**src/design/fulp_defs.svh**
```systemverilog
// Constants for the fault unit lock-and-key gate and ping engine.
// Assumes a 12-bit APB4 byte address; included by fulp_top and fulp_top_test.
`ifndef FULP_DEFS_SVH
`define FULP_DEFS_SVH
`define FULP_ADDR_W        12
`define FULP_OFS_CTL_LO    12'h008
`define FULP_OFS_CTL_HI    12'h00c
`define FULP_OFS_KEY       12'hea0
`define FULP_OFS_PCTL      12'hea4
`define FULP_OFS_PNOW      12'hea8
`define FULP_KEY_VALUE     8'hbe
`define FULP_KEY_READ      32'h000000be
`define FULP_CTL_RESET     64'h0000000000000001
`define FULP_CTL_CE_EN_BIT 11
`define FULP_PCTL_EN_BIT   0
`define FULP_PCTL_DIFF_LSB 4
`define FULP_PCTL_DIFF_W   12
`define FULP_PCTL_TO_LSB   16
`define FULP_PCTL_TO_W     16
`define FULP_PNOW_EN_BIT   0
`define FULP_PNOW_ACK_BIT  1
`define FULP_PNOW_TCUI_BIT 2
`define FULP_PNOW_TBUI_BIT 3
`define FULP_PNOW_ID_LSB   8
`define FULP_BLK_W         3
`define FULP_NBLK          8
`define FULP_CNT_W         17
`endif

```
**src/design/fulp_pkg.sv**
```systemverilog
// Types shared by the fault unit lock-and-ping logic.
// Constants live in fulp_defs.svh; this package holds only types.
package fulp_pkg;
   typedef enum logic [1:0] {
      PS_IDLE,
      PS_SEND,
      PS_WAIT
   } fulp_ping_state_e;
endpackage : fulp_pkg

```
**src/design/fulp_top.sv**
```systemverilog
// Fault unit register gate (lock and key) on an APB4 completer, plus the ping engine.
// Assumes APB4 requester on i_clk, a stream network to remote blocks on i_clk,
// and a Q-Channel clock controller that may be asynchronous.
//
// Behaviour
// - After reset the registers are locked; locked writes except to the key are dropped.
// - Unlock only on Secure full-strobe key write with low byte 0xBE.
// - Any Secure non-key write relocks, except first half of a 64-bit pair.
// - While unlocked, a key write not meeting unlock terms locks again.
// - Key reads 0xBE when unlocked and zero when locked.
// - Non-secure accesses never succeed and never change lock state.
// - Two full-strobe writes to both halves of a 64-bit register need one unlock.
// - The two halves may come upper first or lower first.
// - Background pinging visits one remote block at a time and flags missing replies.
// - Reply timeout comes from the ping control timeout field, in clock cycles.
// - Ping period equals interval difference plus timeout field.
// - In low power, no background pings and no timeout reports; resume after.
// - A Q-Channel request to enter low power is accepted.
// - Each ping-now write with enable launches a ping to a present block; writes made while one still waits share that ping, sent to the last id written.
// - Only a reply from the programmed target sets the reply flag; others dropped.
// - Ping to an absent block is not launched; reply flag stays low.
// - Central inject bit corrupts the outgoing ping packet.
// - Remote inject bit asks the target to corrupt its reply; bad replies are faults.
// - Errors are uncorrectable unless CE enable set; cache RAM errors always refetch.
// - Port is 32 bits, Secure checked by protection bit 1, failures read zero.
`timescale 1ns/1ps
`default_nettype none
`include "fulp_defs.svh"

module fulp_top
   import fulp_pkg::*;
(
   input  wire logic                     i_clk,
   input  wire logic                     i_reset,
   input  wire logic                     i_psel,
   input  wire logic                     i_penable,
   input  wire logic                     i_pwrite,
   input  wire logic [`FULP_ADDR_W-1:0]  i_paddr,
   input  wire logic [2:0]               i_pprot,
   input  wire logic [3:0]               i_pstrb,
   input  wire logic [31:0]              i_pwdata,
   output logic      [31:0]              o_prdata,
   output logic                          o_pready,
   output logic                          o_pslverr,
   input  wire logic [`FULP_NBLK-1:0]    i_blk_present,
   output logic                          o_ping_valid,
   input  wire logic                     i_ping_ready,
   output logic      [`FULP_BLK_W-1:0]   o_ping_blk,
   output logic                          o_ping_corrupt,
   output logic                          o_ping_reply_inject,
   input  wire logic                     i_ack_valid,
   output logic                          o_ack_ready,
   input  wire logic [`FULP_BLK_W-1:0]   i_ack_blk,
   input  wire logic                     i_ack_corrupt,
   output logic                          o_ack_fault,
   output logic                          o_ping_timeout,
   output logic      [`FULP_BLK_W-1:0]   o_timeout_blk,
   input  wire logic                     i_qreqn,
   output logic                          o_qacceptn,
   output logic                          o_qactive,
   input  wire logic                     i_ram_crc_err,
   output logic                          o_err_ce,
   output logic                          o_err_ue,
   output logic                          o_ram_refetch
);

   // Register state
   logic                           unlocked_r;
   logic                           pair_pend_r;
   logic [`FULP_ADDR_W-1:0]        pair_addr_r;
   logic [63:0]                    ctl_r;
   logic [31:0]                    pctl_r;
   logic [31:0]                    pnow_r;
   logic [31:0]                    rdata_r;
   logic                           ack_flag_nxt;

   // Access decode; protection bit 1 high marks a non-secure access
   wire        acc      = i_psel & i_penable;
   wire        secure   = ~i_pprot[1];
   wire        sec_wr   = acc & i_pwrite & secure;
   wire        full     = (i_pstrb == 4'hf);
   wire        hit_key  = (i_paddr == `FULP_OFS_KEY);
   wire        hit_lo   = (i_paddr == `FULP_OFS_CTL_LO);
   wire        hit_hi   = (i_paddr == `FULP_OFS_CTL_HI);
   wire        hit_pctl = (i_paddr == `FULP_OFS_PCTL);
   wire        hit_pnow = (i_paddr == `FULP_OFS_PNOW);
   wire        key_ok   = sec_wr & hit_key & full
                          & (i_pwdata[7:0] == `FULP_KEY_VALUE);
   wire        wr_ok    = sec_wr & unlocked_r & ~hit_key;
   wire        first_half = wr_ok & full & (hit_lo | hit_hi) & ~pair_pend_r;
   wire        pair_hit = pair_pend_r & wr_ok & full & (i_paddr == pair_addr_r);

   // Lock decision: key writes set or clear, other secure writes relock except the first half of a pair
   wire        unlock_nxt = ~sec_wr  ? unlocked_r :
                            hit_key ? key_ok :
                            first_half;

   always_ff @(posedge i_clk) begin
      if (i_reset) begin
         unlocked_r  <= 1'b0;
         pair_pend_r <= 1'b0;
         pair_addr_r <= 12'h000;
      end else begin
         unlocked_r  <= unlock_nxt;
         if (sec_wr) begin
            pair_pend_r <= first_half;
            pair_addr_r <= hit_lo ? `FULP_OFS_CTL_HI : `FULP_OFS_CTL_LO;
         end
      end
   end

   // Read data is captured in the setup phase so it leaves a flip-flop
   wire [31:0] rd_mux = ~secure  ? 32'h00000000 :
                        hit_key  ? (unlocked_r ? `FULP_KEY_READ : 32'h00000000) :
                        hit_lo   ? ctl_r[31:0] :
                        hit_hi   ? ctl_r[63:32] :
                        hit_pctl ? pctl_r :
                        hit_pnow ? pnow_r : 32'h00000000;

   always_ff @(posedge i_clk) begin
      if (i_reset) rdata_r <= 32'h00000000;
      else if (i_psel & ~i_penable & ~i_pwrite) rdata_r <= rd_mux;
   end

   // Never stalls and never errors: failed checks behave read-zero, write-ignore
   assign o_prdata  = rdata_r;
   assign o_pready  = 1'b1;
   assign o_pslverr = 1'b0;

   // Ping-now write decode
   wire                    pnow_wr  = wr_ok & hit_pnow;
   wire [`FULP_BLK_W-1:0]  pnow_id  = pnow_r[`FULP_PNOW_ID_LSB +: `FULP_BLK_W];
   wire [`FULP_BLK_W-1:0]  wr_id    = i_pwdata[`FULP_PNOW_ID_LSB +: `FULP_BLK_W];
   wire                    dir_go   = pnow_wr & i_pwdata[`FULP_PNOW_EN_BIT]
                                      & i_blk_present[wr_id];
   logic                   dir_armed_r;
   wire                    ack_dir  = i_ack_valid & dir_armed_r
                                      & (i_ack_blk == pnow_id);

   // Reply flag: an arriving reply beats a software clear in the same cycle
   always_comb begin
      ack_flag_nxt = pnow_wr ? i_pwdata[`FULP_PNOW_ACK_BIT] : pnow_r[`FULP_PNOW_ACK_BIT];
      if (ack_dir) ack_flag_nxt = 1'b1;
   end

   // Register file writes, gated by lock state
   always_ff @(posedge i_clk) begin
      if (i_reset) begin
         ctl_r  <= `FULP_CTL_RESET;
         pctl_r <= 32'h00000000;
         pnow_r <= 32'h00000000;
      end else begin
         if (wr_ok & hit_lo) ctl_r[31:0]  <= i_pwdata;
         if (wr_ok & hit_hi) ctl_r[63:32] <= i_pwdata;
         if (wr_ok & hit_pctl) pctl_r <= i_pwdata;
         if (pnow_wr) pnow_r <= i_pwdata;
         pnow_r[`FULP_PNOW_ACK_BIT] <= ack_flag_nxt;
      end
   end

   // Q-Channel request crosses in through three flops; acts when last two agree
   logic qs1_r, qs2_r, qs3_r, lp_r;
   fulp_ping_state_e st_r;
   logic dir_req_r;
   wire  q_stable = (qs2_r == qs3_r);
   wire  eng_idle = (st_r == PS_IDLE) & ~dir_req_r;

   always_ff @(posedge i_clk) begin
      if (i_reset) begin
         qs1_r <= 1'b1;
         qs2_r <= 1'b1;
         qs3_r <= 1'b1;
         lp_r  <= 1'b0;
      end else begin
         qs1_r <= i_qreqn;
         qs2_r <= qs1_r;
         qs3_r <= qs2_r;
         if (q_stable & ~qs3_r & eng_idle) lp_r <= 1'b1;
         else if (q_stable & qs3_r) lp_r <= 1'b0;
      end
   end

   assign o_qacceptn = ~lp_r;
   assign o_qactive  = ~eng_idle;

   // Ping control fields
   wire                          bg_en   = pctl_r[`FULP_PCTL_EN_BIT];
   wire [`FULP_PCTL_TO_W-1:0]    to_val  = pctl_r[`FULP_PCTL_TO_LSB +: `FULP_PCTL_TO_W];
   wire [`FULP_PCTL_DIFF_W-1:0]  diff    = pctl_r[`FULP_PCTL_DIFF_LSB +: `FULP_PCTL_DIFF_W];
   wire [`FULP_CNT_W-1:0]        period  = `FULP_CNT_W'(to_val) + `FULP_CNT_W'(diff);

   // Round-robin pick of the next present block at or after the pointer
   logic [`FULP_BLK_W-1:0] bg_idx_r;
   logic [`FULP_BLK_W-1:0] next_blk;
   logic                   any_present;
   always_comb begin
      logic [`FULP_BLK_W-1:0] cand;
      cand        = bg_idx_r;
      next_blk    = bg_idx_r;
      any_present = 1'b0;
      for (int k = `FULP_NBLK - 1; k >= 0; k--) begin
         cand = bg_idx_r + `FULP_BLK_W'(k);
         if (i_blk_present[cand]) begin
            next_blk    = cand;
            any_present = 1'b1;
         end
      end
   end

   // Ping engine: directed requests go first, background only outside low power
   logic [`FULP_CNT_W-1:0]  cnt_r;
   logic                    replied_r;
   logic                    send_dir_r;
   logic [`FULP_BLK_W-1:0]  send_blk_r;
   logic                    send_tcui_r;
   logic                    send_tbui_r;
   // A confirmed low-power request blocks new background pings so the engine drains to idle first
   wire  bg_go    = bg_en & ~lp_r & (qs3_r | ~q_stable) & any_present;
   wire  ack_bg   = i_ack_valid & (st_r == PS_WAIT) & (i_ack_blk == send_blk_r);
   wire  to_hit   = (st_r == PS_WAIT) & (cnt_r == `FULP_CNT_W'(to_val))
                    & ~replied_r & ~ack_bg & ~lp_r;

   always_ff @(posedge i_clk) begin
      if (i_reset) begin
         st_r        <= PS_IDLE;
         cnt_r       <= '0;
         replied_r   <= 1'b0;
         send_dir_r  <= 1'b0;
         send_blk_r  <= '0;
         send_tcui_r <= 1'b0;
         send_tbui_r <= 1'b0;
         bg_idx_r    <= '0;
         dir_req_r   <= 1'b0;
         dir_armed_r <= 1'b0;
      end else begin
         if (dir_go) dir_req_r <= 1'b1;
         if (pnow_wr) dir_armed_r <= dir_go;
         case (st_r)
            PS_IDLE: begin
               if (dir_req_r) begin
                  st_r        <= PS_SEND;
                  send_dir_r  <= 1'b1;
                  send_blk_r  <= pnow_id;
                  send_tcui_r <= pnow_r[`FULP_PNOW_TCUI_BIT];
                  send_tbui_r <= pnow_r[`FULP_PNOW_TBUI_BIT];
                  dir_req_r   <= dir_go;
               end else if (bg_go) begin
                  st_r        <= PS_SEND;
                  send_dir_r  <= 1'b0;
                  send_blk_r  <= next_blk;
                  send_tcui_r <= 1'b0;
                  send_tbui_r <= 1'b0;
               end
            end
            PS_SEND: begin
               if (i_ping_ready) begin
                  st_r      <= send_dir_r ? PS_IDLE : PS_WAIT;
                  cnt_r     <= '0;
                  replied_r <= 1'b0;
                  if (!send_dir_r) bg_idx_r <= send_blk_r + 1'b1;
               end
            end
            PS_WAIT: begin
               cnt_r <= cnt_r + 1'b1;
               if (ack_bg) replied_r <= 1'b1;
               if (cnt_r >= period) st_r <= PS_IDLE;
            end
            default: st_r <= PS_IDLE;
         endcase
      end
   end

   assign o_ping_valid        = (st_r == PS_SEND);
   assign o_ping_blk          = send_blk_r;
   assign o_ping_corrupt      = send_tcui_r;
   assign o_ping_reply_inject = send_tbui_r;
   assign o_ack_ready         = 1'b1;

   // Event outputs from flops; o_timeout_blk holds the last timed-out block
   wire ce_en = ctl_r[`FULP_CTL_CE_EN_BIT];
   always_ff @(posedge i_clk) begin
      if (i_reset) begin
         o_ping_timeout <= 1'b0;
         o_timeout_blk  <= '0;
         o_ack_fault    <= 1'b0;
         o_err_ce       <= 1'b0;
         o_err_ue       <= 1'b0;
         o_ram_refetch  <= 1'b0;
      end else begin
         o_ping_timeout <= to_hit;
         if (to_hit) o_timeout_blk <= send_blk_r;
         o_ack_fault    <= i_ack_valid & i_ack_corrupt;
         o_err_ce       <= i_ram_crc_err & ce_en;
         o_err_ue       <= i_ram_crc_err & ~ce_en;
         o_ram_refetch  <= i_ram_crc_err;
      end
   end
endmodule : fulp_top
`default_nettype wire

```
**config.mk**
```make
export PLATFORM = sky130hd
export DESIGN_NAME = fulp_top
export DESIGN_NICKNAME = d
export VERILOG_FILES = /design/src/design/fulp_pkg.sv /design/src/design/fulp_top.sv
export VERILOG_INCLUDE_DIRS = /design/src /design/src/design
export SDC_FILE = /design/constraint.sdc
export NUM_CORES = 1
export LEC_CHECK = 0
export BUFFER_PORTS_ARGS = -buffer_cell sky130_fd_sc_hd__buf_2
export CAP_MARGIN = 20
export CORE_ASPECT_RATIO = 1.25
export CORE_UTILIZATION = 25
export DETAILED_ROUTE_END_ITERATION = 8
export GPL_ROUTABILITY_DRIVEN = 0
export GPL_TIMING_DRIVEN = 0
export PLACE_DENSITY = 0.52
export SETUP_SLACK_MARGIN = 0.05
export SKIP_LAST_GASP = 1
export SLEW_MARGIN = 25
export SYNTH_ARGS = -nofsm -noshare
export SYNTH_HDL_FRONTEND = slang
export SYNTH_SLANG_ARGS = --single-unit
export TNS_END_PERCENT = 100
```
**constraint.sdc**
```tcl
create_clock -name i_clk -period 3.7 [get_ports i_clk]
set_input_delay 0.185 -clock i_clk [delete_from_list [all_inputs] [get_ports i_clk]]
set_output_delay 0.185 -clock i_clk [all_outputs]
set_load 0.01 [all_outputs]
```
Word-level counts from Yosys, hierarchy flattened:

Cells that the tools add are included.

* output and inout port bits: 51
* flip-flop bits (word level): 205
* word-level logic and storage cells: 194

* magnitude comparators: 10
* eq/ne operators: 17
* reduce and logical (&&, ||, !) cells: 10
* muxes and demuxes: 66
* $add $sub $neg: 10
* bitwise gates (word level): 53

Operators by type and width (number)
* $mux W32: 6
* $and A1 B1 Y1: 37
* $eq A12 B12 Y1 const B: 3
* $lt A3 B4 Y1 const B: 9
* $pmux W17 S2: 1
* $mux W1: 31
* $mux W3: 10
* $bmux W1 S3: 9
* $eq A12 B4 Y1 const B: 2
* $add A16 B12 Y17: 1
* $add A17 B1 Y17 const B: 1
* $eq A17 B16 Y1: 1
* $ge A17 B17 Y1: 1
* $mux W17: 1
* $not A1 Y1: 14
* $add A3 B3 Y3 const B: 4
* $mux W2: 5
* $reduce_and A3 Y1: 3
* $eq A8 B8 Y1 const B: 1
* $mux W8: 1
* $reduce_bool A2 Y1: 4
* $add A3 B1 Y3 const B: 2
* $add A3 B2 Y3 const B: 2
* $eq A3 B3 Y1: 2
* other kinds (12): 15

Logic depth before layout (Yosys ltp):

* depth after elaboration: 15
* mapped depth: 17
* depth with buffers taken out: 17

Worst setup path after synthesis:

Ideal clock, no wire load.

* path kind: reg2reg
* from: register pctl_r[16]
* to: register st_r[1]
* stages on the path, launching flop included: 18
* slack: 0.481 ns
* arrival time: 3.087 ns
* cell sequence: dfxtp_1 > ha_1 > fa_1 > a21o_1 > a21oi_1 > o21bai_1 > a21oi_1 > nor2b_1 > o21ai_0 > a21oi_1 > o21ai_0 > xor2_1 > ha_1 > nand4_1 > nor4_1 > o21ai_0 > nand2_1 > o22ai_1

* cells in the longest elaborated chain, start to end: 4

Ends and longest elaborated chain
* from (decl): line fulp_top.sv:72 `logic [31:0] pctl_r;`
* from (signal assigned): line fulp_top.sv:155 `if (wr_ok & hit_pctl) pctl_r <= i_pwdata;`
* $add A16 B12 Y17 (no source line)
* $ge A17 B17 Y1: line fulp_top.sv:266 `if (cnt_r >= period) st_r <= PS_IDLE;`
* $ne A2 B1 Y1 (no source line)
* $reduce_and A3 Y1 (no source line)
* to (signal assigned): line fulp_top.sv:257 `st_r <= send_dir_r ? PS_IDLE : PS_WAIT;`
* to (decl): line fulp_top.sv:163 `fulp_ping_state_e st_r;`

No other way between the ends.
A chain may end at the register's enable or synchronous reset.

Worst setup path in the final report:

Ends and elaborated chain as after synthesis.

==> flow_metrics.tcl <==
set metrics [dict create \
    worst_slack_ns 0.216 \
    critPathRequiredTime_ns 4.14 \
    max-clock-path-buffers 3 \
    clkTransAtPathRegs_ns 0.07 \
    powerDensity_mw_per_mm2 376 \
    syn-mean-instance-area_um2 7.82 \
    remaining_drc_errors 0 \
    synth-seq-cells 205 \
    dr_wl_met3_um 1800 \
    grt_max_degree 15 \
    drt-met1-wl_um 15400 \
    hold_viol 0 \
    cts-buffers-inserted 23 \
    async_flop_share_pct 0 \
    critical-path-top-delay-family "compound AO/OA/AOI/OAI gates" \
    skew_ns 0.0115 \
    final_core_util_pct 31.5 \
    critPathBufInv 0 \
    period_share_pct 94.1 \
    crit_path_cell_trace "ha_1 -> fa_1 -> a21o_1 -> a21oi_2 -> o21bai_1 -> a21oi_2 -> nor2b_1 -> o21ai_1 -> a21oi_2 -> nor2_1 -> xor2_1 -> ha_1 -> a21o_1 -> a21o_1 -> a21oi_1 -> a21oi_1 -> o22ai_1" \
    fillers 4370 \
    relSlewSlack_pct 48.4 \
    holdWs_ns 0.0317 \
    max_cap_viol_count 0 \
    grt_util_all_layers_pct 16.8 \
    cts_htree_levels 1 \
    start_util_pct 25.5 \
    tritoncts "yes" \
    die_h_um 229 \
    synth.yosys.seq_area_share_pct 39.8 \
    max_stage_delay_ns 0.40 \
    overflow 0 \
    worst_ep_arrival_time_ns 3.92 \
    viasPerCell 4.91 \
    cts.sinks 205 \
    hold_class "input port to flip-flop" \
    vias 10106 \
    syn_inst 1318 \
    route.met2.wl_um 17200 \
    setup_viol 0 \
    startpoint_type "flip-flop" \
    yosysUniqueCellTypes 61 \
    nNetsFinal 1602 \
    yosys_warnings 0 \
    min_period_ns 3.48 \
    syn-cell-area_mm2 0.0103 \
    antenna_found_initial 1 \
    power.leakage_nw 4.88 \
    peakVddDrop_v 0.000258 \
    insertion_delay_ns 0.53 \
    max_freq_mhz 287 \
    core-area_mm2 0.0404 \
    grt_pass1_vias 9613 \
    grt_pass1_wl_um 54500 \
    die-area_mm2 0.0421 \
    status "completed" \
    post_drt_wl_per_cell_um 17.5 \
    maxSlewViolCount 0 \
    synth_flop_cell "dfxtp_1" \
    antenna_left 0 \
    clockRootBuffer "clkbuf_16" \
    drive_above_1_share_pct 15.5 \
    cts_setup_buffers 0 \
    post-dp-hpwl_um 26900 \
    path_class "flip-flop to flip-flop" \
    fp.dieW_um 184 \
    highest_layer "met4" \
    io_pins 123 \
    areaGrowthSynthToFinish_pct 23.6 \
    io_buffers 115 \
    drtIter0Drc 704 \
    drtPass1Iterations 8 \
    place_ws_ns -0.0986 \
    crit_path_max_fanout 4 \
    rsz0062_at_grt "true" \
    routed_wl_um 36000 \
    rows 82 \
    crit_slowest_cell "fa_1" \
    synth_edf_count 0 \
    endpoint_kind "flip-flop" \
    worstMarginPinSlew_ns 0.774 \
]
sequential cells by signal (all words and copies together) (netlist names), 2 cells and up:
signal,cells
ctl_r,64
o_prdata,32
pctl_r,32
pnow_r,32
cnt_r,17
bg_idx_r,3
o_ping_blk,3
o_timeout_blk,3
st_r,2
path summary, 6_finish.rpt:
check         startpoint        end  slack (ns)  cells after the start
min reg2reg    ctl_r[44]  ctl_r[44]        0.45                      2
max           pctl_r[16]    st_r[1]        0.22                     17
min          i_pwdata[8]  pctl_r[8]        0.03                      3
max reg2reg   pctl_r[16]    st_r[1]        0.22                     17
stage by stage:
stage	power (mW)	area, um^2	TNS, ns	cells
2_1_floorplan	2.36	10300	0	1319
3_3_place_gp	2.49	11600	-0.125	1980
3_5_place_dp	2.49	11600	-0.0986	1980
4_1_cts	4.84	12700	0	2058
5_1_grt	4.94	12700	0	2059
6_report	4.80	12700	0	2059
logic make-up after synthesis:
logic type	count (synthesis)	synth area share (%)
adder cells (fa/ha/maj)	34	4.20
buffers and inverters	118	5.22
flip-flops	205	39.8
AO/OA/AOI/OAI	315	18.3
other	2	0.0728
multiplexers	28	4.04
XOR/XNOR	39	3.31
AND/OR/NAND/NOR	577	25.1
cell usage in the layout (no fill, tap or decap), types with 16 or more instances in the layout:
master	instances
a21oi_1	197
a222oi_1	26
buf_2	135
clkbuf_1	63
clkbuf_16	23
dfxtp_1	202
dlygate4sd3_1	37
ha_1	33
inv_1	23
nand2_1	295
nand2b_1	40
nand3_1	16
nor2_1	109
nor3_1	41
o21ai_0	24
xor2_1	29
timing repair:
item	CTS	global route
pin swaps	0	2
setup endpoints to repair	2	4
gates cloned	0	0
gates resized for setup	5	12
endpoints found under the hold margin	127	0
hold buffers	37	0
metal layers:
metal / vias to the layer above / track usage, %
li1: 4930 / -
met1: 4800 / 20.9
met2: 304 / 28.6
met3: 72 / 2.13
met4: 0 / 7.66
met5: - / 0
Yosys cell counts (20+ instances only):
cell      instances  area (um^2)
ha_1             33          413
a21oi_1         200         1000
buf_2            20          100
dfxtp_1         205         4100
nand2b_1         40          250
nand2_1         295         1110
clkbuf_1         61          229
inv_1            23         86.3
a222oi_1         26          260
nor3_1           41          205
nor2_1          109          409
o21ai_0          27          135
xor2_1           29          254
final cells by class:
cell class | instances | area [um^2] | area share, %
Multi-Input combinational cell | 996 | 5710 | 44.8
Sequential cell | 205 | 4110 | 32.2
Timing Repair Buffer | 152 | 946 | 7.42
Tap cell | 546 | 683 | 5.36
Clock buffer | 30 | 632 | 4.96
Buffer | 94 | 448 | 3.51
Clock inverter | 11 | 120 | 0.942
Inverter | 24 | 92.6 | 0.726
Antenna cell | 1 | 2.50 | 0.0196
power by group:
group	internal, mW	switching (mW)
combinational	0.0988	0.168
clock	1.35	0.970
sequential	2.21	0.000763
worst reg2reg max path, stage by stage, from the launching register on:
cell,delay (ns)
dfxtp_2,0.36
ha_1,0.22
fa_1,0.40
a21o_1,0.19
a21oi_2,0.17
o21bai_1,0.10
a21oi_2,0.18
nor2b_1,0.07
o21ai_1,0.20
a21oi_2,0.11
nor2_1,0.13
xor2_1,0.19
ha_1,0.27
a21o_1,0.16
a21o_1,0.17
a21oi_1,0.17
a21oi_1,0.10
o22ai_1,0.20
Power figures use the tool's default switching activity.
